===== src/include/spm_pkg.sv =====
// package for the slot pin mode mux: types, register map, field positions
package spm_pkg;
  localparam int SPM_AW = 8;
  localparam logic [SPM_AW-1:0] SPM_CTRL_OFS = 8'h00;
  localparam logic [SPM_AW-1:0] SPM_STAT_OFS = 8'h04;
  localparam logic [SPM_AW-1:0] SPM_IRQ_STAT_OFS = 8'h08;
  localparam logic [SPM_AW-1:0] SPM_IRQ_CLR_OFS = 8'h0C;
  localparam logic [SPM_AW-1:0] SPM_IRQ_EN_OFS = 8'h10;
  // ctrl field positions
  localparam int SPM_CTRL_RESET_BIT = 0;
  localparam int SPM_CTRL_ATTN_BIT = 1;
  localparam int SPM_CTRL_AUXF_BIT = 2;
  localparam int SPM_CTRL_MAINF_BIT = 3;
  // interrupt event positions
  localparam int SPM_EV_MODE = 0;
  localparam int SPM_EV_CAP = 1;
  localparam int SPM_EV_PRES = 2;
  localparam int SPM_EV_FAULT = 3;
  localparam int SPM_EV_W = 4;
  localparam int SPM_CAP_W = 3;
  localparam logic [31:0] SPM_ZERO32 = 32'h0000_0000;
  localparam logic [SPM_EV_W-1:0] SPM_EV_ZERO = 4'h0;
  localparam logic [SPM_CAP_W-1:0] SPM_CAP_ZERO = 3'h0;
  localparam int SPM_LEVELS = 5;
  localparam int SPM_LEVEL_W_MAX = 8;
  // direct mode: capability bits 3/2/1 come from these decoded state bits
  localparam int SPM_CAP_BIT3_POS = 2;
  localparam int SPM_CAP_BIT2_POS = 1;
  localparam int SPM_CAP_BIT1_POS = 0;
  // presence sample register
  localparam int SPM_PRES_W = 2;
  localparam int SPM_PRES_BIT2_POS = 1;
  localparam int SPM_PRES_BIT1_POS = 0;
  // status word field positions
  localparam int SPM_STAT_DIRECT_BIT = 0;
  localparam int SPM_STAT_BUSEN_BIT = 1;
  localparam int SPM_STAT_AUXL_BIT = 2;
  localparam int SPM_STAT_MAINL_BIT = 3;
  localparam int SPM_STAT_PRES_POS = 4;
  localparam int SPM_STAT_CAP_POS = 6;

  typedef enum logic {SPM_MODE_SERIAL, SPM_MODE_DIRECT} spm_mode_t;

  // serial command stream: latch control strobe with the shifted enables
  typedef struct packed {
    logic shift_out_command;
    logic slot_a_latch_control;
    logic clk_en_val;
    logic bus_en_val;
  } spm_cmd_t;

  // pins shared between modes
  typedef struct packed {
    logic slot_a_reset_out;
    logic slot_a_clock_switch_enable;
    logic slot_a_bus_switch_enable;
  } spm_pins_t;
endpackage


===== src/verilog/spm_cap_decode.sv =====
// capability level decoder: 5-level converter code to registered capability bits
`timescale 1ns/100ps
module spm_cap_decode #(
  parameter int LEVEL_W = 3
) (
  // clock and reset
  input wire logic clk,
  input wire logic rst,
  // converter code and decoded state
  input wire logic [LEVEL_W-1:0] level_code,
  output logic [spm_pkg::SPM_CAP_W-1:0] cap_state
);
  import spm_pkg::*;

  if (LEVEL_W < $clog2(SPM_LEVELS)) begin : g_level_w_check
    $error("spm_cap_decode: LEVEL_W too small for five levels");
  end

  // codes above the top level saturate, so a noisy sense never leaves the five classes
  function automatic logic [SPM_CAP_W-1:0] classify(input logic [LEVEL_W-1:0] c);
    logic [SPM_CAP_W-1:0] r;
    r = SPM_CAP_ZERO;
    if (c >= LEVEL_W'(SPM_LEVELS - 1)) begin
      r = SPM_CAP_W'(SPM_LEVELS - 1);
    end else begin
      r = SPM_CAP_W'(c);
    end
    return r;
  endfunction

  always_ff @(posedge clk or posedge rst) begin
    if (rst) begin
      cap_state <= SPM_CAP_ZERO;
    end else begin
      cap_state <= classify(level_code); // RULE1
    end
  end
endmodule // spm_cap_decode


===== src/verilog/spm_pin_mux.sv =====
// slot A pin mode mux with apb status/control and interrupt
`timescale 1ns/100ps
// Operation
// RULE1 - the card capability sense is resolved into one of five levels.
// RULE2 - in serial mode the shared reset pin drives the card reset.
// RULE3 - in direct mode the shared reset pin shows capability bit 3.
// RULE4 - in direct mode the clock switch pin shows capability bit 2.
// RULE5 - in direct mode the bus switch pin shows capability bit 1.
// RULE6 - in serial mode presence bit 2 is sampled from its input.
// RULE7 - in serial mode presence bit 1 is sampled from its input.
// RULE8 - in direct mode the aux fault output shows an aux fault only while the digital supply is off.
// RULE9 - in direct mode the slot fault output asserts on aux or main fault while power good is high.
// RULE10 - in serial mode the clock switch enable connects the bus clock to the slot.
// RULE11 - the clock switch enable resets low and changes only on shift out with latch control.
// RULE12 - the bus switch enable resets low and changes only on shift out with latch control.
// RULE13 - the mode is latched at the rising edge of power good and selects every pin function.
// RULE14 - while power good is low the attention indicator shows the aux fault latch.
// RULE15 - the latched mode holds until the next rising edge of power good.
module spm_pin_mux #(
  parameter int LEVEL_W = 3
) (
  // clock and reset
  input wire logic clk,
  input wire logic rst,
  // apb slave
  input wire logic psel,
  input wire logic penable,
  input wire logic pwrite,
  input wire logic [spm_pkg::SPM_AW-1:0] paddr,
  input wire logic [31:0] pwdata,
  output logic [31:0] prdata,
  output logic pready,
  output logic pslverr,
  // system
  input wire logic system_power_good,
  input wire logic mode_select,
  input wire logic digital_supply,
  // slot inputs
  input wire logic [LEVEL_W-1:0] slot_a_card_capability_sense,
  input wire logic slot_a_presence_bit2,
  input wire logic slot_a_presence_bit1,
  input wire logic slot_a_aux_fault_event,
  input wire logic slot_a_main_fault_event,
  input wire logic slot_a_aux_fault_clear,
  // serial command stream
  input wire spm_pkg::spm_cmd_t serial_cmd,
  // slot pins
  output spm_pkg::spm_pins_t slot_pins,
  output logic slot_a_aux_fault_out,
  output logic slot_a_power_fault_out,
  output logic slot_a_attention_indicator,
  // interrupt
  output logic irq
);
  import spm_pkg::*;

  if (LEVEL_W < $clog2(SPM_LEVELS) || LEVEL_W > SPM_LEVEL_W_MAX) begin : g_level_w_check
    $error("spm_pin_mux: LEVEL_W out of range");
  end

  spm_mode_t mode_r;
  logic system_power_good_d_r;
  logic clk_en_r, bus_en_r;
  logic reset_pin_r, clk_pin_r, bus_pin_r;
  logic [SPM_PRES_W-1:0] presence_r;
  logic aux_latch_r, main_latch_r;
  logic [31:0] ctrl_r;
  logic [SPM_EV_W-1:0] irq_stat_r, irq_en_r;
  logic [SPM_CAP_W-1:0] cap_state, cap_d_r;
  logic system_power_good_rise, is_direct, wr;
  logic [SPM_EV_W-1:0] events, clr;

  // one address compare serves every register write strobe
  function automatic logic wr_hit(input logic strobe, input logic [SPM_AW-1:0] a, input logic [SPM_AW-1:0] ofs);
    return strobe && (a == ofs);
  endfunction

  // interrupt registers read back zero-extended
  function automatic logic [31:0] ev_word(input logic [SPM_EV_W-1:0] v);
    logic [31:0] w;
    w = SPM_ZERO32;
    w[SPM_EV_W-1:0] = v;
    return w;
  endfunction

  // status word: capability, presence, fault latches, bus enable and mode
  function automatic logic [31:0] stat_word(input logic [SPM_CAP_W-1:0] cap, input logic [SPM_PRES_W-1:0] pres,
    input logic main_f, input logic aux_f, input logic bus_en, input logic direct);
    logic [31:0] w;
    w = SPM_ZERO32;
    w[SPM_STAT_CAP_POS +: SPM_CAP_W] = cap;
    w[SPM_STAT_PRES_POS +: SPM_PRES_W] = pres;
    w[SPM_STAT_MAINL_BIT] = main_f;
    w[SPM_STAT_AUXL_BIT] = aux_f;
    w[SPM_STAT_BUSEN_BIT] = bus_en;
    w[SPM_STAT_DIRECT_BIT] = direct;
    return w;
  endfunction

  spm_cap_decode #(.LEVEL_W(LEVEL_W)) u_cap (
    .clk(clk),
    .rst(rst),
    .level_code(slot_a_card_capability_sense),
    .cap_state(cap_state)
  );

  assign system_power_good_rise = system_power_good & ~system_power_good_d_r;
  assign is_direct = (mode_r == SPM_MODE_DIRECT);
  // zero-wait apb: write at access phase
  assign wr = psel & penable & pwrite;

  always_ff @(posedge clk or posedge rst) begin
    if (rst) begin
      system_power_good_d_r <= 1'b0;
    end else begin
      system_power_good_d_r <= system_power_good;
    end
  end

  // mode sampled from the strap only on the power good edge; never tracks it afterwards
  always_ff @(posedge clk or posedge rst) begin
    if (rst) begin
      mode_r <= SPM_MODE_SERIAL;
    end else if (system_power_good_rise) begin
      mode_r <= mode_select ? SPM_MODE_DIRECT : SPM_MODE_SERIAL; // RULE13 RULE15
    end
  end

  // switch enables move only on a latched shift out command
  always_ff @(posedge clk or posedge rst) begin
    if (rst) begin
      clk_en_r <= 1'b0;
      bus_en_r <= 1'b0;
    end else if (serial_cmd.shift_out_command && serial_cmd.slot_a_latch_control) begin
      clk_en_r <= serial_cmd.clk_en_val; // RULE11 RULE10
      bus_en_r <= serial_cmd.bus_en_val; // RULE12
    end
  end

  always_ff @(posedge clk or posedge rst) begin
    if (rst) begin
      presence_r <= 2'h0;
    end else if (!is_direct) begin
      presence_r[SPM_PRES_BIT2_POS] <= slot_a_presence_bit2; // RULE6
      presence_r[SPM_PRES_BIT1_POS] <= slot_a_presence_bit1; // RULE7
    end
  end

  // fault latches: set wins over clear
  always_ff @(posedge clk or posedge rst) begin
    if (rst) begin
      aux_latch_r <= 1'b0;
      main_latch_r <= 1'b0;
    end else begin
      aux_latch_r <= slot_a_aux_fault_event | (aux_latch_r & ~slot_a_aux_fault_clear);
      main_latch_r <= slot_a_main_fault_event | (main_latch_r & ~slot_a_aux_fault_clear);
    end
  end

  // pin functions: each pin flop picks its source from the latched mode
  assign slot_pins = {reset_pin_r, clk_pin_r, bus_pin_r};

  // capability class as three bits: bit3 is the msb of the decoded state
  always_ff @(posedge clk or posedge rst) begin
    if (rst) begin
      reset_pin_r <= 1'b0;
    end else if (is_direct) begin
      reset_pin_r <= cap_state[SPM_CAP_BIT3_POS]; // RULE3
    end else begin
      reset_pin_r <= ctrl_r[SPM_CTRL_RESET_BIT]; // RULE2
    end
  end

  // switch enables are kept in direct mode but only reach the pins in serial mode
  always_ff @(posedge clk or posedge rst) begin
    if (rst) begin
      clk_pin_r <= 1'b0;
    end else if (is_direct) begin
      clk_pin_r <= cap_state[SPM_CAP_BIT2_POS]; // RULE4
    end else begin
      clk_pin_r <= clk_en_r; // RULE10
    end
  end

  // bus switch pin shares its flop with the lowest capability bit
  always_ff @(posedge clk or posedge rst) begin
    if (rst) begin
      bus_pin_r <= 1'b0;
    end else if (is_direct) begin
      bus_pin_r <= cap_state[SPM_CAP_BIT1_POS]; // RULE5
    end else begin
      bus_pin_r <= bus_en_r; // RULE12
    end
  end

  // aux fault pin only has meaning in direct mode with the digital supply off
  always_ff @(posedge clk or posedge rst) begin
    if (rst) begin
      slot_a_aux_fault_out <= 1'b0;
    end else begin
      slot_a_aux_fault_out <= is_direct & aux_latch_r & ~digital_supply; // RULE8
    end
  end

  // slot fault stays quiet in serial mode, where the serial stream reports faults
  always_ff @(posedge clk or posedge rst) begin
    if (rst) begin
      slot_a_power_fault_out <= 1'b0;
    end else begin
      slot_a_power_fault_out <= is_direct & (aux_latch_r | main_latch_r) & system_power_good; // RULE9
    end
  end

  // attention falls back to the aux latch while software cannot drive it
  always_ff @(posedge clk or posedge rst) begin
    if (rst) begin
      slot_a_attention_indicator <= 1'b0;
    end else if (!system_power_good) begin
      slot_a_attention_indicator <= aux_latch_r; // RULE14
    end else if (is_direct && !digital_supply) begin
      slot_a_attention_indicator <= aux_latch_r; // RULE8
    end else begin
      slot_a_attention_indicator <= ctrl_r[SPM_CTRL_ATTN_BIT];
    end
  end

  // control register
  always_ff @(posedge clk or posedge rst) begin
    if (rst) begin
      ctrl_r <= SPM_ZERO32;
    end else if (wr_hit(wr, paddr, SPM_CTRL_OFS)) begin
      ctrl_r <= SPM_ZERO32;
      ctrl_r[SPM_CTRL_RESET_BIT] <= pwdata[SPM_CTRL_RESET_BIT];
      ctrl_r[SPM_CTRL_ATTN_BIT] <= pwdata[SPM_CTRL_ATTN_BIT];
    end
  end

  // interrupt events
  always_ff @(posedge clk or posedge rst) begin
    if (rst) begin
      cap_d_r <= SPM_CAP_ZERO;
    end else begin
      cap_d_r <= cap_state;
    end
  end

  always_comb begin
    events = SPM_EV_ZERO;
    events[SPM_EV_MODE] = system_power_good_rise;
    events[SPM_EV_CAP] = (cap_d_r != cap_state);
    events[SPM_EV_PRES] = !is_direct &&
      (presence_r != {slot_a_presence_bit2, slot_a_presence_bit1});
    events[SPM_EV_FAULT] = slot_a_aux_fault_event | slot_a_main_fault_event;
    clr = wr_hit(wr, paddr, SPM_IRQ_CLR_OFS) ? pwdata[SPM_EV_W-1:0] : SPM_EV_ZERO;
  end

  always_ff @(posedge clk or posedge rst) begin
    if (rst) begin
      irq_stat_r <= SPM_EV_ZERO;
    end else begin
      irq_stat_r <= events | (irq_stat_r & ~clr);
    end
  end

  always_ff @(posedge clk or posedge rst) begin
    if (rst) begin
      irq_en_r <= SPM_EV_ZERO;
    end else if (wr_hit(wr, paddr, SPM_IRQ_EN_OFS)) begin
      irq_en_r <= pwdata[SPM_EV_W-1:0];
    end
  end

  always_ff @(posedge clk or posedge rst) begin
    if (rst) begin
      irq <= 1'b0;
    end else begin
      irq <= |(irq_stat_r & irq_en_r);
    end
  end

  // apb read path; ready in the first access cycle, unmapped addresses answer slverr
  always_ff @(posedge clk or posedge rst) begin
    if (rst) begin
      prdata <= SPM_ZERO32;
      pready <= 1'b0;
      pslverr <= 1'b0;
    end else begin
      pready <= psel & ~penable;
      pslverr <= 1'b0;
      prdata <= SPM_ZERO32;
      if (psel && !penable) begin
        case (paddr)
          SPM_CTRL_OFS: prdata <= pwrite ? SPM_ZERO32 : ctrl_r;
          SPM_STAT_OFS: prdata <= pwrite ? SPM_ZERO32 : stat_word(cap_state, presence_r,
            main_latch_r, aux_latch_r, bus_en_r, is_direct);
          SPM_IRQ_STAT_OFS: prdata <= pwrite ? SPM_ZERO32 : ev_word(irq_stat_r);
          SPM_IRQ_CLR_OFS: prdata <= SPM_ZERO32;
          SPM_IRQ_EN_OFS: prdata <= pwrite ? SPM_ZERO32 : ev_word(irq_en_r);
          default: pslverr <= 1'b1;
        endcase
      end
    end
  end
endmodule // spm_pin_mux


===== config.mk =====
export PLATFORM = sky130hd
export DESIGN_NAME = spm_pin_mux
export DESIGN_NICKNAME = d
export VERILOG_FILES = /design/src/include/spm_pkg.sv /design/src/verilog/spm_cap_decode.sv /design/src/verilog/spm_pin_mux.sv
export SDC_FILE = /design/constraint.sdc
export NUM_CORES = 1
export LEC_CHECK = 0
export BUFFER_PORTS_ARGS = -buffer_cell sky130_fd_sc_hd__buf_2
export CORE_AREA = 5 5 88 90
export DETAILED_ROUTE_END_ITERATION = 12
export DIE_AREA = 0 0 93 95
export PLACE_DENSITY = 0.66
export SLEW_MARGIN = 20
export SYNTH_ARGS = -nofsm -noshare
export SYNTH_HDL_FRONTEND = slang
export SYNTH_SLANG_ARGS = --single-unit

===== constraint.sdc =====
create_clock -name clk -period 1.47 [get_ports clk]
set_input_delay 0.147 -clock clk [delete_from_list [all_inputs] [get_ports clk]]
set_output_delay 0.147 -clock clk [all_outputs]
set_load 0.02 [all_outputs]

==> results of run 1 <==
critical path, cell delays in order:
cell,delay [ns]
buf_2,0.11
or4b_4,0.58
nor3_4,0.28
mux2_2,0.37
through the flow:
stage,total power [uW],setup slack [ns],hold WS [ns],setup TNS [ns],std cells
after floorplan,1550,0.0458,0.178,0,192
after global placement,1620,-0.113,0.285,-1.06,304
after detailed placement,1620,-0.149,0.288,-1.22,304
after CTS,2400,0.169,0.00757,0,315
after global routing,2500,0.131,0.0201,0,315
final,2360,0.164,0.0154,0,315
synthesized netlist by cell type, drive strengths merged (3+ instances only):
cell type  count
a21oi          5
and2           5
buf           27
clkbuf         5
dfrtp         42
inv            4
mux2          14
nand2          6
nand3b         8
nor2           3
nor2b          5
nor3           5
nor3b          3
nor4           3
o21a           4
o21ai          4
or3b           3
xnor2          3
worst paths after layout:
check                           slack (ns)                         start  depth (start not counted)                                    to
min in group asynchronous             0.52                           rst                          4                      pready$_DFF_PP0_
worst max register to register        0.27         is_direct$_DFFE_PP0P_                          3  slot_a_attention_indicator$_DFF_PP0_
worst max-delay path                  0.16                      paddr[1]                          4               irq_en_r[3]$_DFFE_PP0P_
worst min register to register        0.43  u_cap.cap_state[2]$_DFF_PP0_                          0                  cap_d_r[2]$_DFF_PP0_
max in group asynchronous             0.58                           rst                          4                   clk_pin_r$_DFF_PP0_
worst min-delay path                  0.02                digital_supply                          2        slot_a_aux_fault_out$_DFF_PP0_
state kept, by name (all words and copies together) (netlist names), 2 cells and up:
| signal | cells |
|---|---|
| irq_en_r | 4 |
| cap_d_r | 3 |
| presence_r | 2 |
| ctrl_r | 2 |
| u_cap.cap_state | 3 |
| irq_stat_r | 4 |
| prdata | 9 |
report_power, final:
group | total (uW) | switching [uW] | internal, uW
clock | 759 | 380 | 379
combinational | 349 | 204 | 145
sequential | 1250 | 39.2 | 1210
cells by family (layout without fill, tap and decap cells):
| kind of cell | Yosys count | after routing | synth area share (%) |
|---|---|---|---|
| simple gates | 47 | 47 | 16.4 |
| flops | 42 | 42 | 52.7 |
| buf+inv | 36 | 77 | 11.7 |
| compound gates | 22 | 22 | 7.34 |
| mux | 16 | 16 | 8.91 |
| xor+xnor | 5 | 5 | 2.20 |
| fa+ha+maj | 1 | 1 | 0.502 |
| other cells | 1 | 23 | 0.188 |
cell type report:
type | count | area share (%)
clock buffers | 7 | 3.56
clock inverters | 1 | 0.207
inverters | 4 | 0.620
multi-input cells | 114 | 32.6
flip-flops and latches | 42 | 43.4
well taps | 82 | 4.23
repair buffers | 65 | 15.4
metal layers:
layer  track usage, %  wire, microns  up-vias
met3             3.67            343        6
li1                 -              -      655
met2             16.3           1960       51
met1             12.9           1870      634
met5                0              0        -
met4             3.66             61        0
==> results.cfg, run 1 <==
[timing]
fin_crit_sh_pct = 88.8
setup_viol = 0
slew_headroom_pct = 64.3
rsz0062_at_grt = false
period_minus_slack_ns = 1.31
final_max_slew_viol_count = 0
skew_ns = 0.00568
hold_violations = 0
fmax_ghz = 0.766
worst_pin_slew_ns = 0.536

[final_layout]
utilization_pct = 34.7
finalInstanceArea_sq_mm = 0.00242
area_growth_pct = 21.6
n_fill_cell = 719
drive_gt1_share_pct = 39.1
n_antenna_cell = 0
mostFrequentLayoutCells = 49 x buf_2, 42 x dfrtp_1, 23 x conb_1, 14 x mux2_2, 13 x buf_4
nets = 292
multi_input_area_sq_um = 791
layout_commonest_cell = buf_2
regArea_sq_mm = 0.00105

[pwr]
ir_drop_uv = 434
p_per_area_mw_per_mm2 = 974
p_leak_uw = 0.00120

[worst_setup_path]
startpoint_type = input pin
crit_type = input pin to flop
crit_fanout = 5
crit_required_ns = 1.65
crit_arrival_ns = 1.49
critPathCaptureType = flop

[cts]
cts.repair.resized = 0
cts.htree.levels = 2
insertion_delay_ns = 0.29
ctsRootBufferMaster = clkbuf_8
cts_sinks = 42
cts_tree = yes
numCtsBuffers = 5
holdBufCountCts = 3
post_cts_buffers = 0
clockBufferDepth = 2
clk_transition_reported_paths_ns = 0.08

[outcome]
outcome = complete, no violations

[synthesis]
ys_seq_area_share_pct = 52.7
avgSynthCellArea_sq_um = 11.7
ys_warn_count = 0
synthesis.area_sq_mm = 0.00199
ys_ff_latch = 42
synthFlopType = dfrtp_1
synth_cell_types = 38
synthCells = 170
synth_area_leader_cell = dfrtp_1
synthTopCellsByArea = dfrtp_1 53%, buf_4 9.8%, mux2_2 7.9%
synth_edf_count = 0
synth.top_cell.area_share_pct = 52.7
async_reset_ff_share_pct = 100

[place]
portBuffers = 49
gp_congestion = 0.761
dpl.hpwl_mm = 3.27
place_area_sq_mm = 0.00230

[detailed_routing]
drt_iter0_markers = 30
wl_per_cell_microns = 13.4
dr.pass1.iters = 4
num_vias = 1346
wl_mm = 4.24
route.detailed.drc = 0
antenna_left = 0
post_drt_via_cell_ratio = 4.27

[die]
boundaryPins = 101
core_area_sq_mm = 0.00698
initial_utilization_pct = 28.5
floorplan.die.height_microns = 95
die_w_microns = 93
die-area_sq_mm = 0.00884
rows = 31

[flow_run]
drv_cap = 0

[global_routing]
grt_pass1_wl_mm = 6.85
grt_max_degree = 43
grt_pass1_vias = 1376
grt_remaining_overflow = 0
antenna_found_initial = 0
grt_usage_pct = 10.2

[min_path]
hold_class = input pin to flop
No activity file was read; power rests on OpenSTA's default activity.
==> inputs of run 2 (changes only) <==
--- a/config.mk
+++ b/config.mk
@@ -8,6 +8,6 @@
 export BUFFER_PORTS_ARGS = -buffer_cell sky130_fd_sc_hd__buf_2
-export CORE_AREA = 5 5 88 90
+export CORE_AREA = 5 5 89 91
 export DETAILED_ROUTE_END_ITERATION = 12
-export DIE_AREA = 0 0 93 95
-export PLACE_DENSITY = 0.66
+export DIE_AREA = 0 0 94 96
+export PLACE_DENSITY = 0.65
 export SLEW_MARGIN = 20
@@ -15,2 +15,3 @@
 export SYNTH_HDL_FRONTEND = slang
+export SYNTH_HIERARCHICAL = 1
 export SYNTH_SLANG_ARGS = --single-unit
--- a/constraint.sdc
+++ b/constraint.sdc
@@ -3,2 +3,2 @@
 set_output_delay 0.147 -clock clk [all_outputs]
-set_load 0.02 [all_outputs]
+set_load 0.1 [all_outputs]
==> results.cfg, run 2 <==
[outcome]
outcome = complete, no violations

[timing]
setup_viol = 0
setup_tns_ns = 0
skew_ns = 0.00499
fin_hold_ws_ns = 0.0128
hold_violations = 0
fin_crit_sh_pct = 82.0
fmax_ghz = 0.830
final_max_slew_viol_count = 0
rsz0062_at_grt = false
period_minus_slack_ns = 1.20

[place]
place_area_sq_mm = 0.00229
dpl.hpwl_mm = 3.13
portBuffers = 49
dpl.cell_count = 309
gp_congestion = 0.801

[die]
rows = 31
floorplan.die.height_microns = 96
initial_utilization_pct = 28.9
boundaryPins = 101
die-area_sq_mm = 0.00902
core_area_sq_mm = 0.00706
die_w_microns = 94

[detailed_routing]
antenna_left = 0
drt_iter0_markers = 31
post_drt_via_cell_ratio = 4.23
dr.pass1.iters = 4
wl_mm = 4.11
num_vias = 1355
wl_per_cell_microns = 12.8
route.detailed.drc = 0

[worst_setup_path]
cpLargestDelayFamily = buffers and inverters
cp_slowest_cell = buf_2
crit_arrival_ns = 1.06
crit_type = flop to primary output
cpPeakStageDelay_ns = 0.42
startpoint_type = flop
critPathBufInv = 1
critPathCaptureType = primary output
crit_chain = buf_2
crit_fanout = 1
crit_required_ns = 1.32

[global_routing]
grt_remaining_overflow = 0
grt_max_degree = 40
grt_pass1_vias = 1318
grt_pass1_wl_mm = 6.33
grt_usage_pct = 9.10
antenna_found_initial = 0

[pwr]
p_per_area_mw_per_mm2 = 1130
p_comb_share_pct = 25.9
ir_drop_uv = 274
netSwitchingPower_uw = 975
p_int_uw = 1730
clockPowerShare_pct = 28.0
p_leak_uw = 0.00124
switching_share_pct = 36.0
power_frac_seq_pct = 46.1

[synthesis]
synth.top_cell.area_share_pct = 51.6
yosysMostFrequentCell = dfrtp_1
synthesis.area_sq_mm = 0.00204
synth_cell_types = 35
async_reset_ff_share_pct = 100
ys_warn_count = 6
ys_ff_latch = 42
synthTopCellsByArea = dfrtp_1 52%, buf_4 9.9%, mux2_2 7.7%
avgSynthCellArea_sq_um = 12.2
synthCells = 167
synth_common_cells = 42 x dfrtp_1, 27 x buf_4, 14 x mux2_2
ys_seq_area_share_pct = 51.6
synth_area_leader_cell = dfrtp_1
synth_edf_count = 0
synthFlopType = dfrtp_1

[cts]
cts.htree.levels = 2
numCtsBuffers = 5
clockBufferDepth = 2
cts_tree = yes
clk_transition_reported_paths_ns = 0.08
cts_sinks = 42
insertion_delay_ns = 0.30
cts.repair.resized = 0
ctsRootBufferMaster = clkbuf_8

[final_layout]
layout.cells.non_filler = 320
utilization_pct = 34.1
largest_registers = prdata: 9 flops, irq_en_r: 4 flops, irq_stat_r: 4 flops
n_antenna_cell = 0
mostFrequentLayoutCells = 49 x buf_2, 42 x dfrtp_1, 23 x conb_1, 14 x mux2_2, 7 x and3_1
area_growth_pct = 18.1
nets = 280
finalInstanceArea_sq_mm = 0.00241
n_fill_cell = 734
largest_reg_flops = 9
top_register = prdata
layout_commonest_cell = buf_2
drive_gt1_share_pct = 37.1

[flow_run]
drv_cap = 0

[min_path]
hold_class = input pin to flop
## run 2: cell families (layout without fill, tap and decap cells)
logic type | after synthesis | count (layout) | synth area share (%)
AND/OR/NAND/NOR | 43 | 43 | 16.5
flip-flops | 42 | 42 | 51.6
buffers and inverters | 35 | 67 | 11.8
AO/OA/AOI/OAI | 24 | 24 | 8.53
multiplexers | 16 | 16 | 8.72
XOR/XNOR | 5 | 5 | 2.15
adder cells (fa/ha/maj) | 1 | 1 | 0.491
other | 1 | 23 | 0.184
## run 2: worst reg2reg max path, cell delays in order, from the launching register on
cell     delay [ns]
dfrtp_1        0.40
buf_4          0.18
mux2i_1        0.13
o21ai_0        0.09
o211a_1        0.22
## run 2: what timing repair did
item / in CTS / in global routing
hold buffers: 2 / 1
endpoints found under the hold margin: 36 / 1
buffers inserted: 0 / 0
## run 2: power groups by stage
| stage | registers [uW] | logic, uW | clock network, uW |
|---|---|---|---|
| 5_1_grt | 1260 | 739 | 814 |
| 4_1_cts | 1250 | 706 | 769 |
| 6_report | 1250 | 702 | 758 |
| 2_1_floorplan | 1340 | 567 | 0 |
| 3_3_place_gp | 1270 | 695 | 0 |
| 3_5_place_dp | 1270 | 701 | 0 |
## run 2: worst paths after layout
| kind | from | cells after the start | endpoint | slack [ns] |
|---|---|---|---|---|
| worst min register to register | u_cap/cap_state[2]$_DFF_PP0_ | 0 | cap_d_r[2]$_DFF_PP0_ | 0.44 |
| worst max-delay path | clk_pin_r$_DFF_PP0_ | 1 | slot_pins[1] | 0.27 |
| worst min-delay path | digital_supply | 2 | slot_a_aux_fault_out$_DFF_PP0_ | 0.01 |
| max in group asynchronous | rst | 4 | irq_stat_r[2]$_DFF_PP0_ | 0.60 |
| worst max register to register | is_direct$_DFFE_PP0P_ | 4 | prdata[0]$_DFF_PP0_ | 0.35 |
| min in group asynchronous | rst | 3 | u_cap/cap_state[0]$_DFF_PP0_ | 0.26 |
## run 2: routing by layer
layer	wire length (microns)	up-vias	GRT usage, %
met2	1970	56	14.4
li1	-	643	-
met4	62	0	4.33
met5	0	-	0
met3	385	4	3.28
met1	1690	652	11.0
## run 2: area by class of cell
cell class	instances	area, sq um	share of cell area (%)
well taps	99	124	5.15
flip-flops and latches	42	1050	43.7
multi-input cells	112	828	34.4
clock buffers	7	86.3	3.59
inverters	4	15.0	0.624
clock inverters	1	5.00	0.208
repair buffers	55	298	12.4
## run 2: per-stage QoR
| stage | total power [uW] | setup WS (ns) |
|---|---|---|
| 2_1_floorplan | 1910 | 0.168 |
| 3_3_place_gp | 1970 | 0.114 |
| 3_5_place_dp | 1970 | 0.0852 |
| 4_1_cts | 2720 | 0.255 |
| 5_1_grt | 2810 | 0.230 |
| 6_report | 2710 | 0.265 |
